===== src/verilog/cdsc_pkg.sv =====
// constants and types for the clock divider and sleep control block
package cdsc_pkg;

	// ----------------------------------------------------------------
	// register map
	// ----------------------------------------------------------------
	localparam int              ADDR_W        = 8;
	localparam logic [7:0]      OFS_CLK_DIV   = 8'h00;
	localparam logic [7:0]      OFS_CORE_CTRL = 8'h04;
	localparam logic [7:0]      OFS_STATUS    = 8'h08;
	localparam logic [1:0]      RESP_OKAY     = 2'h0;
	localparam logic [1:0]      RESP_DECERR   = 2'h3;

	// ----------------------------------------------------------------
	// field layout
	// ----------------------------------------------------------------
	localparam int              UNLOCK_BIT    = 7;
	localparam int              DIV_SEL_MSB   = 3;
	localparam int              SLEEP_ARM_BIT = 5;
	localparam int              SLEEP_SEL_MSB = 4;
	localparam int              SLEEP_SEL_LSB = 3;
	localparam int              STAT_CODE_LSB = 8;
	localparam logic [7:0]      UNLOCK_PATTERN = 8'h80;

	// ----------------------------------------------------------------
	// divider codes
	// ----------------------------------------------------------------
	localparam logic [3:0]      DIV_CODE_ONE   = 4'h0;
	localparam logic [3:0]      DIV_CODE_EIGHT = 4'h3;
	localparam logic [3:0]      DIV_CODE_MAX   = 4'h8;

	// ----------------------------------------------------------------
	// timing, in master clock cycles
	// ----------------------------------------------------------------
	localparam logic [2:0]      UNLOCK_WINDOW  = 3'h4;
	localparam logic [2:0]      HOLD_CYCLES    = 3'h4;
	localparam logic [2:0]      STARTUP_CYCLES = 3'h6;
	localparam logic [2:0]      COUNT_LAST     = 3'h1;

	// ----------------------------------------------------------------
	// clock gate sets {cpu, flash, io, adc, osc}
	// ----------------------------------------------------------------
	localparam int              GATE_CPU   = 4;
	localparam int              GATE_FLASH = 3;
	localparam int              GATE_IO    = 2;
	localparam int              GATE_ADC   = 1;
	localparam int              GATE_OSC   = 0;
	localparam logic [4:0]      GATE_RUN   = 5'h1F;
	localparam logic [4:0]      GATE_IDLE  = 5'h07;
	localparam logic [4:0]      GATE_ADCNR = 5'h03;
	localparam logic [4:0]      GATE_PDOWN = 5'h00;
	localparam logic [4:0]      GATE_STBY  = 5'h01;

	typedef enum logic [1:0] {
		CDSC_MODE_IDLE,
		CDSC_MODE_ADCNR,
		CDSC_MODE_PDOWN,
		CDSC_MODE_STBY
	} cdsc_mode_t;

	typedef enum logic [1:0] {
		CDSC_ACTIVE,
		CDSC_ASLEEP,
		CDSC_START,
		CDSC_HOLD
	} cdsc_state_t;

endpackage : cdsc_pkg


===== src/verilog/cdsc_sync.sv =====
// two-flop synchroniser for pin levels
`timescale 1ns/10ps
module cdsc_sync #(
	parameter int W = 2
) (
	// clock and freeze
	input  wire logic         aclk,
	input  wire logic         ce,
	// levels
	input  wire logic [W-1:0] d,
	output logic      [W-1:0] q
);

	typedef struct packed {
		logic [W-1:0] meta;
		logic [W-1:0] q;
	} cdsc_sync_state_t;

	cdsc_sync_state_t s;
	cdsc_sync_state_t next_s;

	always_comb begin
		next_s.meta = d;
		next_s.q    = s.meta;
	end

	// no reset: straps must be visible while reset is held
	always_ff @(posedge aclk) begin
		if (ce) begin
			s <= next_s;
		end
	end

	assign q = s.q;

endmodule : cdsc_sync


===== src/verilog/cdsc_div.sv =====
// power-of-two system clock divider with boundary-aligned switching
`timescale 1ns/10ps
module cdsc_div
	import cdsc_pkg::*;
(
	// clock, reset, freeze
	input  wire logic       aclk,
	input  wire logic       aresetn,
	input  wire logic       ce,
	// setting and result
	input  wire logic [3:0] code,
	output logic            tick,
	output logic      [3:0] active_code
);

	typedef struct packed {
		logic [7:0] cnt;
		logic [3:0] code_act;
		logic       tick;
	} cdsc_div_state_t;

	cdsc_div_state_t s;
	cdsc_div_state_t next_s;
	logic [7:0]      limit;
	logic [3:0]      code_lim;

	always_comb begin
		code_lim = (code > DIV_CODE_MAX) ? DIV_CODE_MAX : code;
		limit    = 8'((9'h001 << s.code_act) - 9'h001);
		next_s   = s;
		next_s.tick = 1'b0;
		if (s.cnt == limit) begin
			// new ratio only at a period boundary: no short period
			next_s.cnt      = 8'h00;
			next_s.code_act = code_lim;
			next_s.tick     = 1'b1;
		end else begin
			next_s.cnt = s.cnt + 8'h01;
		end
	end

	always_ff @(posedge aclk) begin
		if (!aresetn) begin
			s <= '0;
		end else if (ce) begin
			s <= next_s;
		end
	end

	assign tick        = s.tick;
	assign active_code = s.code_act;
endmodule : cdsc_div


===== src/verilog/cdsc_top.sv =====
// clock divider and sleep control with AXI4-Lite registers
// Notes on behaviour
// - unlock bit sets only on a write of exactly unlock-one, all others zero
// - unlock clears four cycles after set, or at once on a select write
// - repeated unlock writes neither restart the countdown nor clear it
// - divider register bits six to four always read zero
// - select code n divides by two to the n, up to 256; above reserved
// - reset loads select 0000, or 0011 when the divide-by-eight fuse is set
// - any select code is accepted later whatever the fuse says
// - divided clock paces the core and every synchronous peripheral together
// - sleep entered only by sleep instruction while sleep arm is one
// - two-bit sleep select picks idle, noise reduction, power-down or standby
// - on wake the core is held four cycles beyond start-up, then resumes
// - sleep entry and exit leave register file and SRAM untouched
// - idle stops only core and flash clocks
// - idle wakes on any enabled interrupt
// - entering idle with converter enabled starts a conversion
// - noise reduction and power-down gate clocks and wake sources as listed
// - in those modes external irq0 wakes only when level-sensitive
// - select 10 is power-down; 11 with crystal is standby, six-cycle wake
// - sleep arm is read-write and resets to zero
// - divider changes are glitch-free with no short period
//
// Chosen here: the register offsets and the AXI4-Lite slave port.
`timescale 1ns/10ps
module cdsc_top
	import cdsc_pkg::*;
(
	// clock, reset, freeze
	input  wire logic              aclk,
	input  wire logic              aresetn,
	input  wire logic              ce,
	// axi4-lite write
	input  wire logic [ADDR_W-1:0] awaddr,
	input  wire logic [2:0]        awprot,
	input  wire logic              awvalid,
	output logic                   awready,
	input  wire logic [31:0]       wdata,
	input  wire logic [3:0]        wstrb,
	input  wire logic              wvalid,
	output logic                   wready,
	output logic      [1:0]        bresp,
	output logic                   bvalid,
	input  wire logic              bready,
	// axi4-lite read
	input  wire logic [ADDR_W-1:0] araddr,
	input  wire logic [2:0]        arprot,
	input  wire logic              arvalid,
	output logic                   arready,
	output logic      [31:0]       rdata,
	output logic      [1:0]        rresp,
	output logic                   rvalid,
	input  wire logic              rready,
	// fuse pins
	input  wire logic              divide_by_eight_fuse,
	input  wire logic              crystal_selected,
	// core and wake sources
	input  wire logic              sleep_instr,
	input  wire logic              adc_enabled,
	input  wire logic              ext_irq0_req,
	input  wire logic              ext_irq0_level,
	input  wire logic              pin_change_irq,
	input  wire logic              store_ready_irq,
	input  wire logic              adc_done_irq,
	input  wire logic              other_io_irq,
	input  wire logic              watchdog_irq,
	// clock enables and core control
	output logic                   sys_clk_en,
	output logic                   cpu_clk_en,
	output logic                   flash_clk_en,
	output logic                   io_clk_en,
	output logic                   adc_clk_en,
	output logic                   osc_en,
	output logic                   core_hold,
	output logic                   adc_start
);

	typedef struct packed {
		logic [3:0]        div_sel;
		logic              unlock;
		logic [2:0]        unl_cnt;
		logic              sleep_arm;
		logic [1:0]        sleep_sel;
		cdsc_state_t       state;
		cdsc_mode_t        mode;
		logic [2:0]        cnt;
		logic [4:0]        gate;
		logic              hold;
		logic              adc_start;
		logic              awready;
		logic              wready;
		logic              aw_got;
		logic              w_got;
		logic [ADDR_W-1:0] waddr;
		logic [7:0]        wbyte;
		logic              wlane;
		logic              bvalid;
		logic [1:0]        bresp;
		logic              arready;
		logic              rvalid;
		logic [31:0]       rdata;
		logic [1:0]        rresp;
	} cdsc_top_state_t;

	cdsc_top_state_t s;
	cdsc_top_state_t next_s;
	cdsc_top_state_t rst_s;
	logic            fuse_s;
	logic            xtal_s;
	logic [3:0]      div_act;
	logic            wr_fire;
	logic            wake_base;
	logic            wake;
	cdsc_mode_t      entry_mode;

	// ----------------------------------------------------------------
	// fuse synchroniser and divider
	// ----------------------------------------------------------------
	cdsc_sync #(.W(2)) u_sync (
		.aclk (aclk),
		.ce   (ce),
		.d    ({divide_by_eight_fuse, crystal_selected}),
		.q    ({fuse_s, xtal_s})
	);

	cdsc_div u_div (
		.aclk        (aclk),
		.aresetn     (aresetn),
		.ce          (ce),
		.code        (s.div_sel),
		.tick        (sys_clk_en),
		.active_code (div_act)
	);

	// ----------------------------------------------------------------
	// wake sources and mode decode
	// ----------------------------------------------------------------
	always_comb begin
		wake_base = watchdog_irq | pin_change_irq | (ext_irq0_req & ext_irq0_level);
		unique case (s.mode)
			CDSC_MODE_IDLE:  wake = wake_base | ext_irq0_req | store_ready_irq
			                      | adc_done_irq | other_io_irq;
			CDSC_MODE_ADCNR: wake = wake_base | store_ready_irq | adc_done_irq;
			CDSC_MODE_PDOWN: wake = wake_base;
			CDSC_MODE_STBY:  wake = wake_base;
		endcase
		entry_mode = cdsc_mode_t'(s.sleep_sel);
		if (entry_mode == CDSC_MODE_STBY && !xtal_s) begin
			entry_mode = CDSC_MODE_PDOWN;
		end
	end

	assign wr_fire = s.aw_got && s.w_got && !s.bvalid;

	// ----------------------------------------------------------------
	// next state
	// ----------------------------------------------------------------
	always_comb begin
		rst_s         = '0;
		rst_s.div_sel = fuse_s ? DIV_CODE_EIGHT : DIV_CODE_ONE;
		rst_s.state   = CDSC_ACTIVE;
		rst_s.mode    = CDSC_MODE_IDLE;
		rst_s.gate    = GATE_RUN;
		rst_s.awready = 1'b1;
		rst_s.wready  = 1'b1;
		rst_s.arready = 1'b1;

		next_s           = s;
		next_s.adc_start = 1'b0;

		// unlock window countdown, never reloaded while pending
		if (s.unlock) begin
			next_s.unl_cnt = s.unl_cnt - 3'h1;
			if (s.unl_cnt == COUNT_LAST) begin
				next_s.unlock = 1'b0;
			end
		end

		// write channel
		if (awvalid && s.awready) begin
			next_s.aw_got = 1'b1;
			next_s.waddr  = awaddr;
		end
		if (wvalid && s.wready) begin
			next_s.w_got = 1'b1;
			next_s.wbyte = wdata[7:0];
			next_s.wlane = wstrb[0];
		end
		if (s.bvalid && bready) begin
			next_s.bvalid = 1'b0;
		end
		if (wr_fire) begin
			next_s.aw_got = 1'b0;
			next_s.w_got  = 1'b0;
			next_s.bvalid = 1'b1;
			next_s.bresp  = RESP_OKAY;
			if (s.waddr == OFS_CLK_DIV) begin
				if (s.wlane && s.wbyte == UNLOCK_PATTERN) begin
					if (!s.unlock) begin
						next_s.unlock  = 1'b1;
						next_s.unl_cnt = UNLOCK_WINDOW;
					end
				end else if (s.wlane && s.unlock && !s.wbyte[UNLOCK_BIT]) begin
					next_s.div_sel = s.wbyte[DIV_SEL_MSB:0];
					next_s.unlock  = 1'b0;
				end
			end else if (s.waddr == OFS_CORE_CTRL) begin
				if (s.wlane) begin
					next_s.sleep_arm = s.wbyte[SLEEP_ARM_BIT];
					next_s.sleep_sel = s.wbyte[SLEEP_SEL_MSB:SLEEP_SEL_LSB];
				end
			end else if (s.waddr != OFS_STATUS) begin
				next_s.bresp = RESP_DECERR;
			end
		end
		next_s.awready = !next_s.aw_got && !next_s.bvalid;
		next_s.wready  = !next_s.w_got && !next_s.bvalid;

		// read channel
		if (s.rvalid && rready) begin
			next_s.rvalid = 1'b0;
		end
		if (arvalid && s.arready) begin
			next_s.rvalid = 1'b1;
			next_s.rresp  = RESP_OKAY;
			if (araddr == OFS_CLK_DIV) begin
				next_s.rdata = (32'(s.unlock) << UNLOCK_BIT) | 32'(s.div_sel);
			end else if (araddr == OFS_CORE_CTRL) begin
				next_s.rdata = (32'(s.sleep_arm) << SLEEP_ARM_BIT)
				             | (32'(s.sleep_sel) << SLEEP_SEL_LSB);
			end else if (araddr == OFS_STATUS) begin
				next_s.rdata = (32'(div_act) << STAT_CODE_LSB) | 32'(s.state);
			end else begin
				next_s.rdata = 32'h00000000;
				next_s.rresp = RESP_DECERR;
			end
		end
		next_s.arready = !next_s.rvalid;

		// sleep sequencer; only clocks are gated, storage keeps its contents
		unique case (s.state)
			CDSC_ACTIVE: begin
				if (sleep_instr && s.sleep_arm) begin
					next_s.state = CDSC_ASLEEP;
					next_s.mode  = entry_mode;
					unique case (entry_mode)
						CDSC_MODE_IDLE:  next_s.gate = GATE_IDLE;
						CDSC_MODE_ADCNR: next_s.gate = GATE_ADCNR;
						CDSC_MODE_PDOWN: next_s.gate = GATE_PDOWN;
						CDSC_MODE_STBY:  next_s.gate = GATE_STBY;
					endcase
					next_s.adc_start = adc_enabled && (entry_mode == CDSC_MODE_IDLE
					                   || entry_mode == CDSC_MODE_ADCNR);
				end
			end
			CDSC_ASLEEP: begin
				if (wake) begin
					if (s.mode == CDSC_MODE_PDOWN || s.mode == CDSC_MODE_STBY) begin
						next_s.state = CDSC_START;
						next_s.cnt   = STARTUP_CYCLES;
						next_s.gate  = s.gate | GATE_STBY;
					end else begin
						next_s.state = CDSC_HOLD;
						next_s.cnt   = HOLD_CYCLES;
						next_s.gate  = GATE_RUN;
						next_s.hold  = 1'b1;
					end
				end
			end
			CDSC_START: begin
				next_s.cnt = s.cnt - 3'h1;
				if (s.cnt == COUNT_LAST) begin
					next_s.state = CDSC_HOLD;
					next_s.cnt   = HOLD_CYCLES;
					next_s.gate  = GATE_RUN;
					next_s.hold  = 1'b1;
				end
			end
			CDSC_HOLD: begin
				next_s.cnt = s.cnt - 3'h1;
				if (s.cnt == COUNT_LAST) begin
					next_s.state = CDSC_ACTIVE;
					next_s.hold  = 1'b0;
				end
			end
		endcase
	end

	always_ff @(posedge aclk) begin
		if (!aresetn) begin
			s <= rst_s;
		end else if (ce) begin
			s <= next_s;
		end
	end

	// ----------------------------------------------------------------
	// outputs
	// ----------------------------------------------------------------
	assign awready      = s.awready;
	assign wready       = s.wready;
	assign bvalid       = s.bvalid;
	assign bresp        = s.bresp;
	assign arready      = s.arready;
	assign rvalid       = s.rvalid;
	assign rdata        = s.rdata;
	assign rresp        = s.rresp;
	assign cpu_clk_en   = s.gate[GATE_CPU];
	assign flash_clk_en = s.gate[GATE_FLASH];
	assign io_clk_en    = s.gate[GATE_IO];
	assign adc_clk_en   = s.gate[GATE_ADC];
	assign osc_en       = s.gate[GATE_OSC];
	assign core_hold    = s.hold;
	assign adc_start    = s.adc_start;
endmodule : cdsc_top


===== config.mk =====
export PLATFORM = sky130hd
export DESIGN_NAME = cdsc_top
export DESIGN_NICKNAME = d
export VERILOG_FILES = /design/src/verilog/cdsc_pkg.sv /design/src/verilog/cdsc_sync.sv /design/src/verilog/cdsc_div.sv /design/src/verilog/cdsc_top.sv
export SDC_FILE = /design/constraint.sdc
export NUM_CORES = 1
export LEC_CHECK = 0
export ABC_AREA = 1
export BUFFER_PORTS_ARGS = -buffer_cell sky130_fd_sc_hd__buf_2
export CELL_PAD_IN_SITES_DETAIL_PLACEMENT = 1
export CELL_PAD_IN_SITES_GLOBAL_PLACEMENT = 2
export CORE_MARGIN = 5
export CORE_UTILIZATION = 30
export CTS_CLUSTER_DIAMETER = 40
export DETAILED_ROUTE_END_ITERATION = 10
export PLACE_DENSITY = 0.93
export SYNTH_ARGS = -nofsm -noshare
export SYNTH_HDL_FRONTEND = slang
export SYNTH_SLANG_ARGS = --single-unit
export TNS_END_PERCENT = 1

===== constraint.sdc =====
create_clock -name aclk -period 4.45 [get_ports aclk]
set_input_delay 0.2225 -clock aclk [delete_from_list [all_inputs] [get_ports aclk]]
set_output_delay 0.2225 -clock aclk [all_outputs]
set_load 0.03 [all_outputs]

# --- After elaboration in Yosys (flattened, before gate mapping) ---
# Cells that the tools add are included.
op_classes:
  muxes: 57
  bitwise_logic: 13
  n_reduce_logical: 45
  addsub: 4
  n_lt_le_gt_ge: 1
  eq_ne: 28
  n_shift: 1
ops:
  columns: ["operator", "count"]
  rows:
  - ["$mux 85", 2]
  - ["$mux 35", 1]
  - ["$mux 32", 1]
  - ["$mux 9", 3]
  - ["$mux 2", 13]
  - ["$mux 12", 2]
  - ["$mux 8", 3]
  - ["$mux 4", 5]
  - ["$pmux 5 s4", 1]
  - ["$reduce_and 5->1", 4]
  - ["$eq 8x3->1 const B", 2]
  - ["$logic_not 8->1", 2]
  - ["$logic_and 1x1->1", 15]
  - ["$mux 3", 5]
  - ["$pmux 5 s3", 1]
  - ["$eq 2x2->1 const B", 7]
  - ["$mux 1", 12]
  - ["$ne 2x2->1 const B", 6]
  - ["$or 12x2->12", 1]
  - ["$reduce_and 6->1", 2]
  - ["$mux 11", 1]
  - ["$mux 5", 2]
  - ["$reduce_and 2->1", 5]
  - ["$pmux 3 s3", 1]
  - ["other kinds (26)", 52]
totals:
  output_inout_bits: 49
  elab_cells: 179
  in_bits: 77
  register_bits: 102

# --- Longest topological paths before layout ---
# Gate-level depths: netlist of run 1.
logic_depth:
  depth_word: 11
  depth_mapped: 17
  depth_no_buf: 16

# --- Cells and area by module ---
# Synthesis of run 1 repeated with hierarchy kept, for this count alone.
unflattened:
  cells_unflattened: 610
  area_unflattened_um2: 4349.2
by_module_without_submodules:
  columns: ["mod", "cells_per_inst", "n_inst", "seq_area_each_um2", "area_per_inst_um2"]
  rows:
  - ["cdsc_top", 452, 1, 1261.2, 3269.4]
  - ["cdsc_div", 154, 1, 260.2, 959.7]
  - ["cdsc_sync", 4, 1, 120.1, 120.1]

# --- Worst setup path before layout of run 1 ---
# No wires, ideal clock.
synth_timing:
  kind: "reg2reg"
  startpoint: "register u_div.s (netlist bit u_div.active_code[2])"
  endpoint: "register u_div.s (netlist bit u_div.active_code[2])"
  t_arrival_ns: 1.801
  period_less_slack_ns: 1.918
  setup_slack_ns: 2.532
  stages_incl_launch_ff: 15
  t_required_ns: 4.334
  setup_time_ns: 0.116
  path_buffers: 1
  cell_sequence: "dfxtp_1 nor2_2 nand2_1 ha_1 nand2_1 nand2_1 nor2_1 nand2_1 nor2_1 nand2_1 nor2_2 nand3_2 buf_6 nand3_1 o21ai_1"
synth_via:
  elab_chain_len: 4
synth_rtl:
  columns: ["element", "line", "rtl"]
  rows:
  - ["start: declaration", "cdsc_div.sv:22", "cdsc_div_state_t s;"]
  - ["start signal: assignment", "cdsc_div.sv:46", "s <= next_s;"]
  - ["$shl 1x4->8", "cdsc_div.sv:29", "limit = 8'((9'h001 << s.code_act) - 9'h001);"]
  - ["$sub 8x1->8", "cdsc_div.sv:29", null]
  - ["$eq 8x8->1", "cdsc_div.sv:32", "if (s.cnt == limit) begin"]
  - ["$reduce_and 2->1 (no line)", null, null]
# No other way between the ends.
# A chain may end at the register's enable or synchronous reset.

# --- Final worst setup path of run 1 ---
layout_timing:
  startpoint: "register u_div.s (netlist bit u_div.active_code[2])"
  endpoint: "register u_div.s[12] in the netlist's numbering"
layout_via:
  elab_chain_len: 4
layout_rtl:
  columns: ["element", "line"]
  rows:
  - ["$shl 1x4->8", "cdsc_div.sv:29"]
  - ["$sub 8x1->8", "cdsc_div.sv:29"]
  - ["$eq 8x8->1", "cdsc_div.sv:32"]
  - ["$mux 8", "cdsc_div.sv:32"]
# No other way between the ends.

==> metrics.txt, run 1 <==
floorplan die area=16000 sq um; Total GRT Usage=0.139; clock tree from TritonCTS=done; RSZ-0062 raised after global routing=no; power density relative to cell area=450 nW/um^2; routed wire length per instance=13.7 microns; overall via count from detail_route=3709; total setup violations reported at the end of the flow=0; Clock Latency Late Sink=0.34 ns; number of fill cells in the layout=1680; clock skew after layout=0.00583 ns; quantity of hold-fixing buffers added after cts=0; crit share post-route=0.524; type of the tightest min-delay check=in -> reg; number of global-route vias before repair=3946; clk root buf=clkbuf_16; number of antenna violations at the first check in global routing=0; 1st-pass router iterations=4; Remaining Overflow, GRT=0; die outline height=127 microns; minimum clock period=2.33 ns; critical path capture point type=flop; final slew viol count=0; P&R area growth vs syn=14.6%; Starting Density=0.307; area after detailed placement=4370 sq um; worst slack, placed=2.10 ns; Crit Path Max Fanout=12; via density per instance=4.66; worst slew slack as a fraction of its limit=0.291; Post-synth EDFFs=8; R2R setup slack=2.12 ns; number of buffers between clock root and the deepest sink=2; dominant cell type by area after synthesis=dfxtp_1; IO buf count=71; kind of critical path=reg -> reg; Total Nets Final=703; area inside the core boundary=13300 sq um; final weighted congestion in routability-driven placement=0.836; Async SR Flop Fraction=0; Fin Setup TNS=0 ns; total of warnings raised by yosys=0; count of cell types in the netlist=38; number of antenna-violating nets in the routed design=0; TritonCTS Buffers=9; fraction of synthesized cell area taken by the top area cell type=0.343; antenna diode count=0; total wire length after detailed routing=10.9 mm; total number of placement rows=42; count of routing violations after the opening detailed-route iteration=126; fraction of final layout cells sized beyond drive strength 1=0.163; average size of a mapped cell=7.21 sq um; number of failing hold endpoints at the final stage=0; I/O pin count=126; least setup slack across all paths after layout=2.12 ns; Arrival @ worst endpoint=2.57 ns; netlist area before placement=4080 sq um; H-tree Lvls=3; CP Data Required Time=4.68 ns; die span in x=127 microns; nature of the critical path startpoint=flop; post-CTS repair timing setup buffer count=0; commonest cells after routing, fill and taps aside=113 x nand2_1, 80 x inv_1, 71 x buf_2, 70 x dfxtp_1, 53 x a21oi_1; wire length of the first global-routing pass=18.3 mm; Design Area, Final=4670 sq um; transition time at the pin with the least slew margin=1.06 ns; final core occ=0.352; maximum vdd ir drop=0.000174 V; Synth Flop Type=dfxtp_1; P_leak=2.09 nW; commonest non-fill, non-tap cell in the layout=nand2_1; Synth Register Bits=78; run status=finished, final reports clean; highest clock frequency the design can meet=429 MHz; number of max-cap violations=0; largest net degree at the start of global routing=48; cell count after synthesis=566; top post-synthesis cells by area=dfxtp_1 34%, nand2_1 10%, inv_1 7.4%; Clock Sink Count=78; count of instances resized after the clock tree is built=0; clock transition at the register clock pins on the worst setup and hold paths after CTS=0.06 ns; DRC errors left=0; placed wire-length estimate after detailed placement=8.29 mm; sequential share of the synthesized area=0.402
## state kept, by name, summed over array words and instances, names as in the netlist, 2 cells and up
| name | cells |
|---|---|
| s | 37 |
| rdata | 11 |
| u_div.s | 8 |
| u_div.active_code | 4 |
| u_sync.next_s | 2 |
| u_sync.q | 2 |
## Yosys cell counts, types with 4 or more instances
| cell | count |
|---|---|
| nand2_1 | 113 |
| nor2_1 | 44 |
| dfxtp_1 | 70 |
| o211ai_1 | 4 |
| clkbuf_1 | 13 |
| buf_4 | 39 |
| nor3_1 | 6 |
| edfxtp_1 | 8 |
| inv_1 | 80 |
| a21oi_1 | 53 |
| nand3_1 | 40 |
| ha_1 | 11 |
| o21ai_0 | 42 |
| nand4_1 | 5 |
## cell families after synthesis
family | synth area share
xor+xnor | 0.00859
buf+inv | 0.164
other cells | 0.000919
compound gates | 0.147
flops | 0.402
simple gates | 0.244
fa+ha+maj | 0.0337
## critical path: stages, from the launching register on
cell     delay, ns
dfxtp_1       0.36
nor2_2        0.26
nand2_1       0.11
ha_1          0.33
nand2_1       0.07
nand2_1       0.06
nor2_1        0.10
nand2_1       0.06
nor2_1        0.10
nand2_1       0.07
nor2_2        0.18
nand3_2       0.28
nand2_1       0.19
nor2_1        0.06
## layer usage
| metal | GRT usage | vias up | share of wire | routed length (microns) |
|---|---|---|---|---|
| li1 | - | 1873 | - | - |
| met1 | 0.167 | 1749 | 0.44 | 4830 |
| met2 | 0.242 | 77 | 0.49 | 5380 |
| met3 | 0.0404 | 10 | 0.053 | 576 |
| met4 | 0.0404 | 0 | 0.0086 | 94 |
| met5 | 0 | - | 0 | 0 |
## report_power, final
part           internal [mW]  leakage, nW  switching, mW  total, mW
sequential             0.755        0.650         0.0414      0.796
clock                  0.435        0.138          0.305      0.740
combinational          0.181         1.31          0.387      0.568
total                   1.37         2.09          0.734       2.10
## cell type report
cell class,count,area [sq um],share of cell area
Multi-Input combinational cell,373,1850,0.395
Sequential cell,78,1640,0.351
Timing Repair Buffer,72,363,0.0776
Inverter,81,304,0.0650
Clock buffer,9,225,0.0482
Tap cell,176,220,0.0471
Clock inverter,7,75.1,0.0161
## path summary, 6_finish.rpt
check / start / endpoint / cells past startpoint
worst min register to register: u_sync.next_s[0] / u_sync.q[0] / 0
worst min-delay path: divide_by_eight_fuse / u_sync.next_s[1] / 1
worst max register to register: u_div.active_code[2] / u_div.s[12] / 13
worst max-delay path: u_div.active_code[2] / u_div.s[12] / 13
## per-stage QoR
step / power (mW) / cells / hold slack, ns
2_1_floorplan: 1.28 / 586 / 0.321
5_1_grt: 2.25 / 796 / 0.0434
6_report: 2.10 / 796 / 0.0535
3_5_place_dp: 1.39 / 780 / 0.404
4_1_cts: 2.14 / 796 / 0.0380
3_3_place_gp: 1.37 / 780 / 0.402
(Power assumes the default switching activity.)
==> run 2, diff against run 1 <==
- CORE_UTILIZATION: 30 -> 28
- PLACE_DENSITY: 0.93 -> 0.89
- clock period: 4.45 -> 2.4 ns (I/O delays scaled with it)
==> run 2 against run 1 <==
Cell count increased by 2.3%. Wire length increased by 2.4%. Critical path depth increased by 1. Clock-buffer cell count unchanged. Power increased by 100%.
==> metrics.txt, run 2 (same netlist as run 1, synthesis figures left out) <==
run status=finished, final reports clean; IO buf count=71 (unchanged); kind of critical path=reg -> reg; commonest non-fill, non-tap cell in the layout=nand2_1; post-route insts no fill=814 (+2.3%); TritonCTS Buffers=9 (unchanged); RSZ-0062 raised after global routing=no; I/O pin count=126 (unchanged); transition time at the pin with the least slew margin=0.768 ns (-0.294 ns); wire length of the first global-routing pass=18.6 mm (+1.2%); overall via count from detail_route=3706 (-0.081%); power density relative to cell area=878 nW/um^2 (+95%); Total Nets Final=713 (+1.4%); Arrival @ worst endpoint=2.36 ns (-0.21 ns); total setup violations reported at the end of the flow=0 (unchanged); fraction of final layout cells sized beyond drive strength 1=0.173 (+0.0101); Clock Sink Count=78 (unchanged); worst stage delay on the critical path=0.38 ns (+0.02 ns); via density per instance=4.55 (-2.3%); antenna diode count=0 (unchanged); worst slew slack as a fraction of its limit=0.484 (+0.193); total wire length after detailed routing=11.1 mm (+2.4%); Crit Path Max Fanout=12 (unchanged); Design Area, Final=4820 sq um (+3.2%); floorplan die area=17100 sq um (+6.6%); Fin Setup TNS=0 ns (unchanged); clk root buf=clkbuf_16; Crit-path slowest cell=dfxtp_1; die span in x=131 microns (+3.2%); post-CTS repair timing setup buffer count=0 (unchanged); number of placed instances with taps included=796 (+2.1%); delay-heaviest family, CP=simple AND/OR/NAND/NOR gates; worst slack, placed=0.182 ns (-1.92 ns); final core occ=0.334 (-0.0173); area inside the core boundary=14400 sq um (+8.5%); post-route worst hold slack=0.0484 ns (-0.00513 ns); number of failing hold endpoints at the final stage=0 (unchanged); register bank with the most flops=s; routed wire length per instance=13.7 microns (about the same); type of the tightest min-delay check=in -> reg; Total GRT Usage=0.137 (-0.00176); cell occurring most often along the worst timing path=nand2_1; CP cell instances=nor2_4 > nand2_1 > ha_1 > nand2_1 > nand2_1 > nor2_1 > nand2_1 > nor2_1 > nand2_1 > nor2_4 > nand3_4 > nand2_1 > inv_1 > nor2_1; placed wire-length estimate after detailed placement=8.63 mm (+4.1%); minimum clock period=2.08 ns (-0.255 ns); total design power=4.23 mW (+100%); area after detailed placement=4440 sq um (+1.6%); commonest cells after routing, fill and taps aside=113 x nand2_1, 80 x inv_1, 71 x buf_2, 70 x dfxtp_1, 53 x a21oi_1; maximum vdd ir drop=0.000328 V (+89%); number of global-route vias before repair=3935 (-0.28%); number of max-cap violations=0 (unchanged); clock transition at the register clock pins on the worst setup and hold paths after CTS=0.06 ns (about the same); nature of the critical path startpoint=flop; P_leak=2.17 nW (+3.7%); count of routing violations after the opening detailed-route iteration=118 (-6.3%); die outline height=131 microns (+3.2%); Clock Latency Late Sink=0.35 ns (about the same); CP Data Required Time=2.69 ns (-1.99 ns); least setup slack across all paths after layout=0.324 ns (-1.79 ns); number of antenna-violating nets in the routed design=0 (unchanged); number of antenna violations at the first check in global routing=0 (unchanged); clock tree from TritonCTS=done; final slew viol count=0 (unchanged); H-tree Lvls=3 (unchanged); Starting Density=0.283 (-0.0240); largest net degree at the start of global routing=48 (unchanged); DRC errors left=0 (unchanged); final weighted congestion in routability-driven placement=0.843 (+0.77%); critical path buffer and inverter count=1 (+1); critical path capture point type=flop; total number of placement rows=44 (+4.8%); Remaining Overflow, GRT=0 (unchanged); highest clock frequency the design can meet=482 MHz (+12%); crit share post-route=0.865 (+0.341); 1st-pass router iterations=4 (unchanged); number of flip-flops under the largest register name=37 (unchanged); P&R area growth vs syn=18.2%; clock skew after layout=0.00539 ns (-0.000443 ns); number of buffers between clock root and the deepest sink=2 (unchanged)
-- run 2: layout make-up --
cell class | instances | area [sq um]
Clock buffer | 9 | 225
Multi-Input combinational cell | 373 | 1860
Sequential cell | 78 | 1640
Timing Repair Buffer | 82 | 443
Fill cell | 1843 | 9600
Tap cell | 184 | 230
Inverter | 81 | 304
Clock inverter | 7 | 120
-- run 2: routing by layer --
metal  routed length, microns  track usage  part of all wire  vias to the layer above
met2                     5200        0.228              0.47                       77
met3                      586       0.0374             0.053                       18
met1                     5150        0.172              0.46                     1723
met5                        0            0                 0                        -
met4                      193       0.0478             0.017                        0
li1                         -            -                 -                     1888
-- run 2: repair_timing --
action | CTS | global route
setup endpoints to repair | 0 | 12
hold buffers | 2 | 0
resized for setup | 0 | 2
endpoints found under the hold margin | 2 | 0
-- run 2: path summary, 6_finish.rpt --
check	start	endpoint	slack (ns)	cells past startpoint
worst max-delay path	u_div.active_code[1]	u_div.active_code[3]	0.32	14
worst max register to register	u_div.active_code[1]	u_div.active_code[3]	0.32	14
worst min-delay path	adc_enabled	adc_start	0.05	3
worst min register to register	u_sync.next_s[0]	u_sync.q[0]	0.42	0
-- run 2: where the power goes --
part / leakage (nW) / internal, mW / switching (mW)
Clock: 0.166 / 1.02 / 0.581
Sequential: 0.650 / 1.40 / 0.0666
Combinational: 1.35 / 0.392 / 0.773
-- run 2: worst register-to-register path: stages (launching register included) --
cell,delay [ns]
dfxtp_1,0.38
nor2_4,0.16
nand2_1,0.09
ha_1,0.31
nand2_1,0.07
nand2_1,0.06
nor2_1,0.11
nand2_1,0.06
nor2_1,0.10
nand2_1,0.09
nor2_4,0.16
nand3_4,0.18
nand2_1,0.11
inv_1,0.05
nor2_1,0.09
==> run 3, diff against run 2 <==
- ABC_AREA: 1 -> unset
- BUFFER_PORTS_ARGS: -buffer_cell sky130_fd_sc_hd__buf_2 -> -buffer_cell sky130_fd_sc_hd__buf_4
- CORE_UTILIZATION: 28 -> 29
- PLACE_DENSITY: 0.89 -> 0.88
==> run 3 against run 2 <==
Critical path depth shrank 4. Maximum frequency fell by 9.6%. Global-route usage down 0.19 points. Sequential cell count unchanged. Combinational power fell by 12%. Design area is 1.2% higher. Clock-buffer cell count is the same. Utilization grew 3.1 points. Worst hold slack got worse by 0.022 ns. Critical path type unchanged. Largest power group is now sequential cells. Die area decreased by 5.6%.
==> metrics.txt, run 3 <==
maximum vdd ir drop=0.000318 V (-3.1%); Clock Latency Late Sink=0.34 ns (about the same); Post-synth EDFFs=8 (unchanged); Synth Flop Type=dfxtp_1; number of fill cells in the layout=1601 (-13%); count of cell types in the netlist=53 (+39%); number of global-route vias before repair=3639 (-7.5%); wire length of the first global-routing pass=18.0 mm (-3.2%); Crit Path Max Fanout=4 (-8); Total GRT Usage=0.136 (-0.00193); minimum clock period=2.30 ns (+0.221 ns); CP Data Required Time=2.66 ns (-0.03 ns); nature of the critical path startpoint=flop; total design power=3.75 mW (-11%); antenna diode count=0 (unchanged); via density per instance=4.79 (+5.2%); highest clock frequency the design can meet=435 MHz (-9.6%); total number of placement rows=42 (-4.5%); instance count along the most critical hold path=3 (unchanged); type of the tightest min-delay check=in -> reg; sequential share of the synthesized area=0.413 (+0.0112); total of warnings raised by yosys=0 (unchanged); FF-to-FF path depth=10 (-4); Async SR Flop Fraction=0 (unchanged); met2 wire length=5.36 mm (+3.0%); area occupied by multi-input gates=1990 sq um (+7.3%); Sequential Area=1640 sq um (unchanged); number of max-cap violations=0 (unchanged); met3 wirelength from detailed routing=554 microns (-5.5%); number of buffers between clock root and the deepest sink=2 (unchanged); Total Nets Final=626 (-12%); total setup violations reported at the end of the flow=0 (unchanged); run status=finished, final reports clean; die outline height=127 microns (-2.8%); largest net degree at the start of global routing=34 (-29%); critical path capture point type=flop; clock tree from TritonCTS=done; netlist area before placement=3970 sq um (-2.7%); Clock Sink Count=78 (unchanged); post-route worst hold slack=0.0265 ns (-0.0219 ns); number of flip-flops under the largest register name=37 (unchanged); cell with the most instances after synthesis=nand2_1; Fin Setup TNS=0 ns (unchanged); power density relative to cell area=768 nW/um^2 (-13%); highest routed metal layer=met4; top post-synthesis cells by area=dfxtp_1 35%, buf_4 7.2%, nand2_1 7.0%; die span in x=127 microns (-2.8%); routed wire length per instance=15.4 microns (+12%); DRC errors left=0 (unchanged); average size of a mapped cell=8.34 sq um (+16%); Synth top cells by count=74 x nand2_1, 70 x dfxtp_1, 46 x nor2_1; transition time at the pin with the least slew margin=0.612 ns (-0.156 ns); cell count after synthesis=476 (-16%); final slew viol count=0 (unchanged); overall via count from detail_route=3443 (-7.1%); clock skew after layout=0.0105 ns (+0.00509 ns); worst stage delay on the critical path=0.34 ns (-0.04 ns); commonest non-fill, non-tap cell in the layout=buf_4; crit share post-route=0.957 (+0.0921); final core occ=0.366 (+0.0314); dominant cell type by area after synthesis=dfxtp_1; H-tree Lvls=3 (unchanged); worst slew slack as a fraction of its limit=0.591 (+0.107); commonest cells after routing, fill and taps aside=88 x buf_4, 74 x nand2_1, 70 x dfxtp_1, 45 x nor2_1, 42 x a21oi_1; P_leak=1.94 nW (-11%); P&R area growth vs syn=22.9%; number of antenna violations at the first check in global routing=0 (unchanged); I/O pin count=126 (unchanged); Arrival @ worst endpoint=2.55 ns (+0.19 ns); final weighted congestion in routability-driven placement=0.790 (-6.3%); IO buf count=71 (unchanged); CP cell instances=nor2_2 > nand3b_1 > ha_2 > or3_1 > o21ai_2 > a22oi_2 > xnor2_2 > nor4_4 > buf_6 > mux2i_4; count of routing violations after the opening detailed-route iteration=157 (+33%); clock transition at the register clock pins on the worst setup and hold paths after CTS=0.07 ns (about the same); Crit-path slowest cell=or3_1; floorplan die area=16100 sq um (-5.6%); placed wire-length estimate after detailed placement=8.26 mm (-4.3%); number of placed instances with taps included=700 (-12%); register bank with the most flops=s; TritonCTS Buffers=9 (unchanged); kind of critical path=reg -> reg; clk root buf=clkbuf_16; number of antenna-violating nets in the routed design=0 (unchanged); routed length on met1=5.01 mm (-2.8%); fraction of synthesized cell area taken by the top area cell type=0.353 (+0.00953); total wire length after detailed routing=11.0 mm (-0.83%); Starting Density=0.297 (+0.0146); area inside the core boundary=13300 sq um (-7.5%); number of failing hold endpoints at the final stage=0 (unchanged); Synth Register Bits=78 (unchanged); fraction of final layout cells sized beyond drive strength 1=0.230 (+0.0572); post-route insts no fill=719 (-12%); Remaining Overflow, GRT=0 (unchanged); 1st-pass router iterations=4 (unchanged)
run 3: cell types whose count changed in the layout (fill, tap and decap cells not counted), sizes merged, moves of 8 or more:
cell   previous run  this run
buf              80        89
nand2           115        74
a21oi            54        42
inv              83        17
a22oi             2        10
mux2i             0         9
o21ai            44        19
nand3            41        16
run 3: cell type report:
class                           count  share of cell area
Clock buffer                        9              0.0461
Clock inverter                      7              0.0113
Inverter                           14              0.0108
Multi-Input combinational cell    344               0.409
Sequential cell                    78               0.336
Tap cell                          176              0.0451
Timing Repair Buffer               91               0.142
run 3: cell families after synthesis:
kind of cell,share of synthesized area
DFF,0.413
and+or+nand+nor,0.246
xor gates and xnor gates,0.0258
other,0.000945
muxes,0.0227
adders and majority gates,0.0347
buffers and inverters,0.113
AOI/OAI and AO/OA,0.143
run 3: critical path, delay by kind of cell (launching register included):
family                   cells  cell delay, ns
AND/OR/NAND/NOR              4            0.88
AO/OA/AOI/OAI                2            0.25
adder cells (fa/ha/maj)      1            0.18
XOR/XNOR                     1            0.17
flip-flops                   1            0.32
buffers and inverters        1            0.19
multiplexers                 1            0.23
run 3: per-stage QoR:
stage                     cell area, sq um  setup WS (ns)
after floorplan                       4050         0.0802
after global placement                4530          0.187
after detailed placement              4530         0.0442
after CTS                             4840        0.00494
after global routing                  4880        -0.0282
final                                 4880          0.103
run 3: final timing paths:
check | to | from | slack [ns]
worst min register to register | u_sync.q[0] | u_sync.next_s[0] | 0.42
worst max register to register | u_div.active_code[3] | u_div.active_code[2] | 0.10
worst min-delay path | s[52] | awaddr[4] | 0.03
worst max-delay path | u_div.active_code[3] | u_div.active_code[2] | 0.10
run 3: repair_timing:
| item | in CTS | in global routing |
|---|---|---|
| gates resized for setup | 1 | 8 |
| gates cloned | 0 | 0 |
| endpoints found under the hold margin | 2 | 0 |
| hold buffers | 2 | 0 |
| endpoints found under the setup margin | 1 | 7 |
| setup buffers | 0 | 1 |
| pin swaps | 0 | 3 |
run 3: routing by layer:
| layer | vias up | GRT usage |
|---|---|---|
| met5 | - | 0 |
| met4 | 0 | 0.0429 |
| met3 | 7 | 0.0317 |
| met2 | 65 | 0.229 |
| met1 | 1657 | 0.171 |
| li1 | 1714 | - |
run 3: power by group:
group | internal, mW | switching (mW)
Combinational | 0.457 | 0.562
Clock | 0.712 | 0.579
Sequential | 1.38 | 0.0581
Total | 2.55 | 1.20
